**src/rtl/dmr3_pkg.sv**
```systemverilog
// package: constants, types and field layout of mode register three
package dmr3_pkg;

  localparam int ADDR_W = 18;
  localparam int SEL_W  = 3;

  localparam logic [2:0] SEL_MR3 = 3'h3;
  localparam logic [2:0] SEL_RCW = 3'h7;

  localparam int FMT_LSB  = 11;
  localparam int WLAT_LSB = 9;
  localparam int FGR_LSB  = 6;
  localparam int TS_BIT   = 5;
  localparam int PDA_BIT  = 4;
  localparam int GD_BIT   = 3;
  localparam int MPRE_BIT = 2;
  localparam int PAGE_LSB = 0;

  localparam logic [17:0] MR3_RESET = 18'h00000;

  localparam logic [2:0] WLAT_BASE = 3'h4;

  typedef enum logic [1:0] {
    DMR3_FMT_SERIAL,
    DMR3_FMT_PARALLEL,
    DMR3_FMT_STAGGER,
    DMR3_FMT_RSVD
  } dmr3_fmt_t;

  typedef enum logic [2:0] {
    DMR3_FGR_1X     = 3'h0,
    DMR3_FGR_2X     = 3'h1,
    DMR3_FGR_4X     = 3'h2,
    DMR3_FGR_RSVD3  = 3'h3,
    DMR3_FGR_RSVD4  = 3'h4,
    DMR3_FGR_OTF_2X = 3'h5,
    DMR3_FGR_OTF_4X = 3'h6,
    DMR3_FGR_RSVD7  = 3'h7
  } dmr3_fgr_t;

  typedef struct packed {
    dmr3_fmt_t  rd_format;
    logic [1:0] wr_lat_code;
    dmr3_fgr_t  refresh_mode;
    logic       temp_readout_en;
    logic       per_dev_addr_en;
    logic       geardown_quarter;
    logic       mpr_dataflow;
    logic [1:0] mpr_page;
  } dmr3_fields_t;

  typedef struct packed {
    logic        valid;
    logic        bg1;
    logic        bg0;
    logic [1:0]  ba;
    logic [17:0] addr;
  } dmr3_mrs_t;

endpackage

```
**src/rtl/dmr3_reg.sv**
```systemverilog
// mode register three storage and field decode
`timescale 1ns/1ps
module dmr3_reg
#(
  parameter int ADDR_W = dmr3_pkg::ADDR_W
)
(
  input  wire logic             core_clk,
  input  wire logic             rst,
  input  dmr3_pkg::dmr3_mrs_t   mrs_cmd,
  output logic [6:0]            mr_select,
  output logic                  rcw_ignored,
  output logic                  mr3_write,
  output dmr3_pkg::dmr3_fields_t fields,
  output logic [2:0]            wr_crc_dm_lat,
  output logic                  wr_lat_rsvd,
  output logic                  refresh_rsvd,
  output logic                  fmt_rsvd,
  output logic                  fgr_otf,
  output logic [1:0]            fgr_rate_log2,
  output logic                  mpr_access,
  output logic                  array_access
);

  logic [ADDR_W-1:0] mr3_q;
  logic [ADDR_W-1:0] mr3_d;
  logic [2:0]        sel_index;
  logic              hit_mr3;

  dmr3_decode u_dec
  (
    .cmd        (mrs_cmd),
    .sel_onehot (mr_select),
    .rcw_hit    (rcw_ignored),
    .sel_index  (sel_index)
  );

  assign hit_mr3   = mr_select[dmr3_pkg::SEL_MR3];
  assign mr3_write = hit_mr3;
  assign mr3_d     = hit_mr3 ? mrs_cmd.addr : mr3_q;

  always_ff @(posedge core_clk)
  begin
    if (rst)
      mr3_q <= dmr3_pkg::MR3_RESET;
    else
      mr3_q <= mr3_d;
  end

  assign fields.rd_format        = dmr3_pkg::dmr3_fmt_t'(mr3_q[dmr3_pkg::FMT_LSB +: 2]);
  assign fields.wr_lat_code      = mr3_q[dmr3_pkg::WLAT_LSB +: 2];
  assign fields.refresh_mode     = dmr3_pkg::dmr3_fgr_t'(mr3_q[dmr3_pkg::FGR_LSB +: 3]);
  assign fields.temp_readout_en  = mr3_q[dmr3_pkg::TS_BIT];
  assign fields.per_dev_addr_en  = mr3_q[dmr3_pkg::PDA_BIT];
  assign fields.geardown_quarter = mr3_q[dmr3_pkg::GD_BIT];
  assign fields.mpr_dataflow     = mr3_q[dmr3_pkg::MPRE_BIT];
  assign fields.mpr_page         = mr3_q[dmr3_pkg::PAGE_LSB +: 2];

  // latency: 4, 5 or 6 clocks; reserved code reads as 0
  assign wr_lat_rsvd   = (fields.wr_lat_code == 2'h3);
  assign wr_crc_dm_lat = wr_lat_rsvd ? 3'h0
                       : 3'(dmr3_pkg::WLAT_BASE + {1'b0, fields.wr_lat_code});

  assign fmt_rsvd = (fields.rd_format == dmr3_pkg::DMR3_FMT_RSVD);

  always_comb
  begin
    refresh_rsvd  = 1'b0;
    fgr_otf       = 1'b0;
    fgr_rate_log2 = 2'h0;
    unique case (fields.refresh_mode)
      dmr3_pkg::DMR3_FGR_1X:     fgr_rate_log2 = 2'h0;
      dmr3_pkg::DMR3_FGR_2X:     fgr_rate_log2 = 2'h1;
      dmr3_pkg::DMR3_FGR_4X:     fgr_rate_log2 = 2'h2;
      dmr3_pkg::DMR3_FGR_OTF_2X:
      begin
        fgr_otf       = 1'b1;
        fgr_rate_log2 = 2'h1;
      end
      dmr3_pkg::DMR3_FGR_OTF_4X:
      begin
        fgr_otf       = 1'b1;
        fgr_rate_log2 = 2'h2;
      end
      default:                   refresh_rsvd = 1'b1;
    endcase
  end

  assign mpr_access   = fields.mpr_dataflow;
  assign array_access = !fields.mpr_dataflow;

  // checks
  property p_write_loads;
    @(posedge core_clk) disable iff (rst)
    hit_mr3 |=> (mr3_q == $past(mrs_cmd.addr));
  endproperty
  a_write_loads: assert property (p_write_loads) else $error("mr3 not loaded");

  property p_hold;
    @(posedge core_clk) disable iff (rst)
    !hit_mr3 |=> $stable(mr3_q);
  endproperty
  a_hold: assert property (p_hold) else $error("mr3 changed without write");

  property p_rcw_ignore;
    @(posedge core_clk) disable iff (rst)
    (mrs_cmd.valid && {mrs_cmd.bg0, mrs_cmd.ba} == 3'h7) |-> (mr_select == 7'h00)
      ##1 $stable(mr3_q);
  endproperty
  a_rcw_ignore: assert property (p_rcw_ignore) else $error("rcw code not ignored");

  property p_select;
    @(posedge core_clk) disable iff (rst)
    (mrs_cmd.valid && {mrs_cmd.bg0, mrs_cmd.ba} != 3'h7)
      |-> $onehot(mr_select) && mr_select[{mrs_cmd.bg0, mrs_cmd.ba}];
  endproperty
  a_select: assert property (p_select) else $error("wrong register selected");

  property p_lat;
    @(posedge core_clk) disable iff (rst)
    (hit_mr3 && mrs_cmd.addr[10:9] != 2'h3)
      |=> (wr_crc_dm_lat == 3'(4 + $past(mrs_cmd.addr[10:9])));
  endproperty
  a_lat: assert property (p_lat) else $error("write latency wrong");

  property p_fgr;
    @(posedge core_clk) disable iff (rst)
    (hit_mr3 && mrs_cmd.addr[8:6] == 3'h6) |=> (fgr_otf && fgr_rate_log2 == 2'h2);
  endproperty
  a_fgr: assert property (p_fgr) else $error("refresh mode wrong");

  property p_fgr_rsvd;
    @(posedge core_clk) disable iff (rst)
    (hit_mr3 && mrs_cmd.addr[8:6] inside {3'h3, 3'h4, 3'h7}) |=> refresh_rsvd;
  endproperty
  a_fgr_rsvd: assert property (p_fgr_rsvd) else $error("reserved refresh missed");

  property p_flags;
    @(posedge core_clk) disable iff (rst)
    hit_mr3 |=> (fields.temp_readout_en == $past(mrs_cmd.addr[5]))
      && (fields.per_dev_addr_en == $past(mrs_cmd.addr[4]))
      && (fields.geardown_quarter == $past(mrs_cmd.addr[3]));
  endproperty
  a_flags: assert property (p_flags) else $error("flag bits wrong");

  property p_mpr;
    @(posedge core_clk) disable iff (rst)
    hit_mr3 |=> (mpr_access == $past(mrs_cmd.addr[2])) && (array_access != mpr_access)
      && (fields.mpr_page == $past(mrs_cmd.addr[1:0]))
      && (fmt_rsvd == ($past(mrs_cmd.addr[12:11]) == 2'h3));
  endproperty
  a_mpr: assert property (p_mpr) else $error("mpr fields wrong");

  c_write: cover property (@(posedge core_clk) disable iff (rst) hit_mr3);
  c_rcw:   cover property (@(posedge core_clk) disable iff (rst) rcw_ignored);
  c_mpr:   cover property (@(posedge core_clk) disable iff (rst) hit_mr3 ##1 mpr_access);
  c_otf:   cover property (@(posedge core_clk) disable iff (rst) fgr_otf);

endmodule

```
**src/rtl/dmr3_decode.sv**
```systemverilog
// select-code decoder for mode register set commands
`timescale 1ns/1ps
module dmr3_decode
(
  input  dmr3_pkg::dmr3_mrs_t cmd,
  output logic [6:0]     sel_onehot,
  output logic           rcw_hit,
  output logic [2:0]     sel_index
);

  assign sel_index = {cmd.bg0, cmd.ba};
  assign rcw_hit   = cmd.valid && (sel_index == dmr3_pkg::SEL_RCW);

  always_comb
  begin
    sel_onehot = 7'h00;
    if (cmd.valid && !rcw_hit)
    begin
      sel_onehot[sel_index] = 1'b1;
    end
  end

endmodule

```
**config.mk**
```make
export PLATFORM = sky130hd
export DESIGN_NAME = dmr3_reg
export DESIGN_NICKNAME = d
export VERILOG_FILES = /design/src/rtl/dmr3_pkg.sv /design/src/rtl/dmr3_reg.sv /design/src/rtl/dmr3_decode.sv
export SDC_FILE = /design/constraint.sdc
export NUM_CORES = 1
export LEC_CHECK = 0
export BUFFER_PORTS_ARGS = -buffer_cell sky130_fd_sc_hd__buf_2
export CAP_MARGIN = 15
export CORE_MARGIN = 2
export CORE_UTILIZATION = 29
export CTS_BUF_LIST = sky130_fd_sc_hd__clkbuf_8 sky130_fd_sc_hd__clkbuf_16
export DETAILED_ROUTE_END_ITERATION = 8
export GPL_TIMING_DRIVEN = 0
export PLACE_DENSITY_LB_ADDON = 0.08
export RECOVER_POWER = 100
export SLEW_MARGIN = 20
export SYNTH_ARGS = -nofsm -noshare
export SYNTH_HDL_FRONTEND = slang
export SYNTH_HIERARCHICAL = 1
export SYNTH_SLANG_ARGS = --single-unit
```
**constraint.sdc**
```tcl
create_clock -name core_clk -period 1.34 [get_ports core_clk]
set_clock_uncertainty 0.1 [all_clocks]
set_input_delay 0.134 -clock core_clk [delete_from_list [all_inputs] [get_ports core_clk]]
set_output_delay 0.134 -clock core_clk [all_outputs]
set_load 0.005 [all_outputs]
```
==> metrics.md <==
| Metric | Value |
|---|---|
| Status | completed |
| Layout cells sized above 1 | 0.467 |
| Vias in the first global route | 535 |
| DRC viols | 0 |
| Vias per cell | 4.25 |
| CP Launch Type | flop |
| FMAX | 0.807 GHz |
| WL final | 1400 um |
| Worst EP arrival | 1.01 ns |
| Yosys warning total | 6 |
| H-tree depth | 1 |
| Largest registers | mr3_q x13 |
| Initial core utilization | 0.301 |
| # rows | 17 |
| Biggest register | mr3_q |
| Post-DRT Antenna Nets | 0 |
| Post-DR wirelength/cell | 9.49 um |
| Worst min path class | primary input to flop |
| I/O Buffers | 51 |
| Max Cap Viol | 0 |
| Cell Pwr Density | 847 nW/um^2 |
| LEAKAGE | 0.476 nW |
| Worst VDD drop | 0.000479 V |
| TritonCTS clock tree | built |
| Final hold slack | 0.0338 ns |
| Slew @ Worst Pin | 0.403 ns |
| DR vias | 629 |
| HP Start | mrs_cmd[9] |
| Worst-path maximum fanout | 6 |
| IO Pins | 58 |
| Worst hold endpoint | mr3_q[9]$_SDFFE_PP0P_ |
| Max reg flops | 13 |
| Final worst path period share | 0.925 |
| Final net count | 146 |
| Finished Core Util | 0.447 |
| Final Wtd Congestion | 0.610 |
| CP Class | flop to output port |
| Final setup vio count | 0 |
| CTS sink cnt | 13 |
| RSZ-0062 raised after global routing | no |
| R2R cell count | 2 |
| Worst Hold Depth | 3 |
| CP endpoint kind | output port |
| Cell Area, Synth | 659 um^2 |
| Tot Pwr | 829 uW |
| Total congestion overflow | 0 |
| R2R Path Start | mr3_q[6]$_SDFFE_PP0P_ |
| Pre-antenna DRT Iters | 2 |
| Die ar. | 2670 um^2 |
| Die Y | 51.7 um |
| Syn Area/Cell | 10.3 um^2 |
| Max Root-Sink Buffers | 2 |
| Reg clk slew, reported paths | 0.05 ns |
| R2r setup slk | 0.57 ns |
| Synth-to-layout area growth | 48.4% |
| Cells after synthesis | 64 |
| Antenna cells | 0 |
| First-pass GRT wire length | 2130 um |
| Fin. Hold Viols | 0 |
| Initial antenna violation count | 0 |
| Post-CTS setup buffers | 0 |
| Largest net degree at the start of global routing | 11 |
| Fin crit period | 1.24 ns |
| Post-synth net total | 89 |
| Sum of negative setup slack | 0 ns |
| Slew Limit Headroom | 0.731 |
| Worst skew pair latency | 0.23 ns |
| Tot GR Track Use | 0.101 |
| Die Width | 51.7 um |
| Critical Path RT | 1.11 ns |
| RR Endpoint | mr3_q[6]$_SDFFE_PP0P_ |
| DRT iter0 DRCs | 3 |
| Core region area | 2190 um^2 |
| Final slew viol count | 0 |
| Detail Placement HPWL | 1080 um |
| CTS Buf Count | 3 |
| Root Buffer | clkbuf_8 |
[timing repair]
| item | CTS | global route |
|---|---|---|
| setup endpoints to repair | 0 | 2 |
| resized for setup | 0 | 2 |
| hold buffers | 1 | 0 |
| endpoints found under the hold margin | 2 | 0 |
[through the flow]
step,instance area [um^2],instances,worst slack (ns)
floorplan,659,64,0.216
global route,978,148,0.00902
detailed placement,950,143,-0.0141
global placement,950,143,0.00398
finish,978,148,0.101
CTS,1000,148,0.0458
[routing by layer]
layer,GRT usage,up-vias,part of all wire
li1,-,334,-
met1,0.140,267,0.46
met2,0.156,28,0.45
met3,0.0345,0,0.085
met4,0.0132,0,0
met5,0,-,0
[power breakdown]
part | internal, mW | switching, mW | total [mW]
clock network | 0.201 | 0.125 | 0.327
registers | 0.396 | 0.00639 | 0.402
logic | 0.0568 | 0.0433 | 0.100
[how the worst max path moves through the flow]
stage | start | endpoint | slack, ns | cells after the start
final | mr3_q[6]$_SDFFE_PP0P_ | fgr_otf | 0.10 | 3
after global routing | mr3_q[7]$_SDFFE_PP0P_ | fgr_otf | 0.009 | 3
after CTS | mr3_q[7]$_SDFFE_PP0P_ | fgr_otf | 0.05 | 3
after detailed placement | mrs_cmd[20] | mr3_q[8]$_SDFFE_PP0P_ | -0.01 | 6
after global placement | mrs_cmd[20] | mr3_q[7]$_SDFFE_PP0P_ | 0.004 | 6
after floorplan | mrs_cmd[20] | mr3_q[0]$_SDFFE_PP0P_ | 0.22 | 5
[worst max-delay path, cell delays in order (launching register included)]
cell     delay, ns
dfxtp_2       0.34
nor2b_1       0.14
o21a_1        0.18
buf_2         0.12
[cells in the final DEF, fill, tap and decap left out]
| cell type | count |
|---|---|
| and2_0 | 1 |
| nand2b_1 | 1 |
| nor2_1 | 13 |
| clkbuf_2 | 4 |
| dfxtp_2 | 2 |
| nor2b_1 | 4 |
| clkbuf_8 | 3 |
| and4_2 | 1 |
| o21ai_0 | 1 |
| buf_2 | 37 |
| inv_1 | 3 |
| and4bb_2 | 3 |
| buf_12 | 1 |
| clkbuf_1 | 11 |
| dfxtp_1 | 11 |
| and4b_1 | 1 |
| dlygate4sd3_1 | 1 |
| buf_6 | 1 |
| nand2_1 | 2 |
| nor4b_1 | 1 |
| clkbuf_4 | 2 |
| mux2i_1 | 13 |
| o21a_1 | 1 |
| and4b_2 | 2 |
[cell type report]
class / instances / area (um^2)
Sequential cell: 13 / 263
Multi-Input combinational cell: 44 / 325
Fill cell: 253 / 1210
Clock inverter: 1 / 3.75
Buffer: 5 / 50.0
Inverter: 2 / 7.51
Tap cell: 28 / 35.0
Clock buffer: 3 / 41.3
Timing Repair Buffer: 52 / 253
Power figures use the tool's default switching activity.
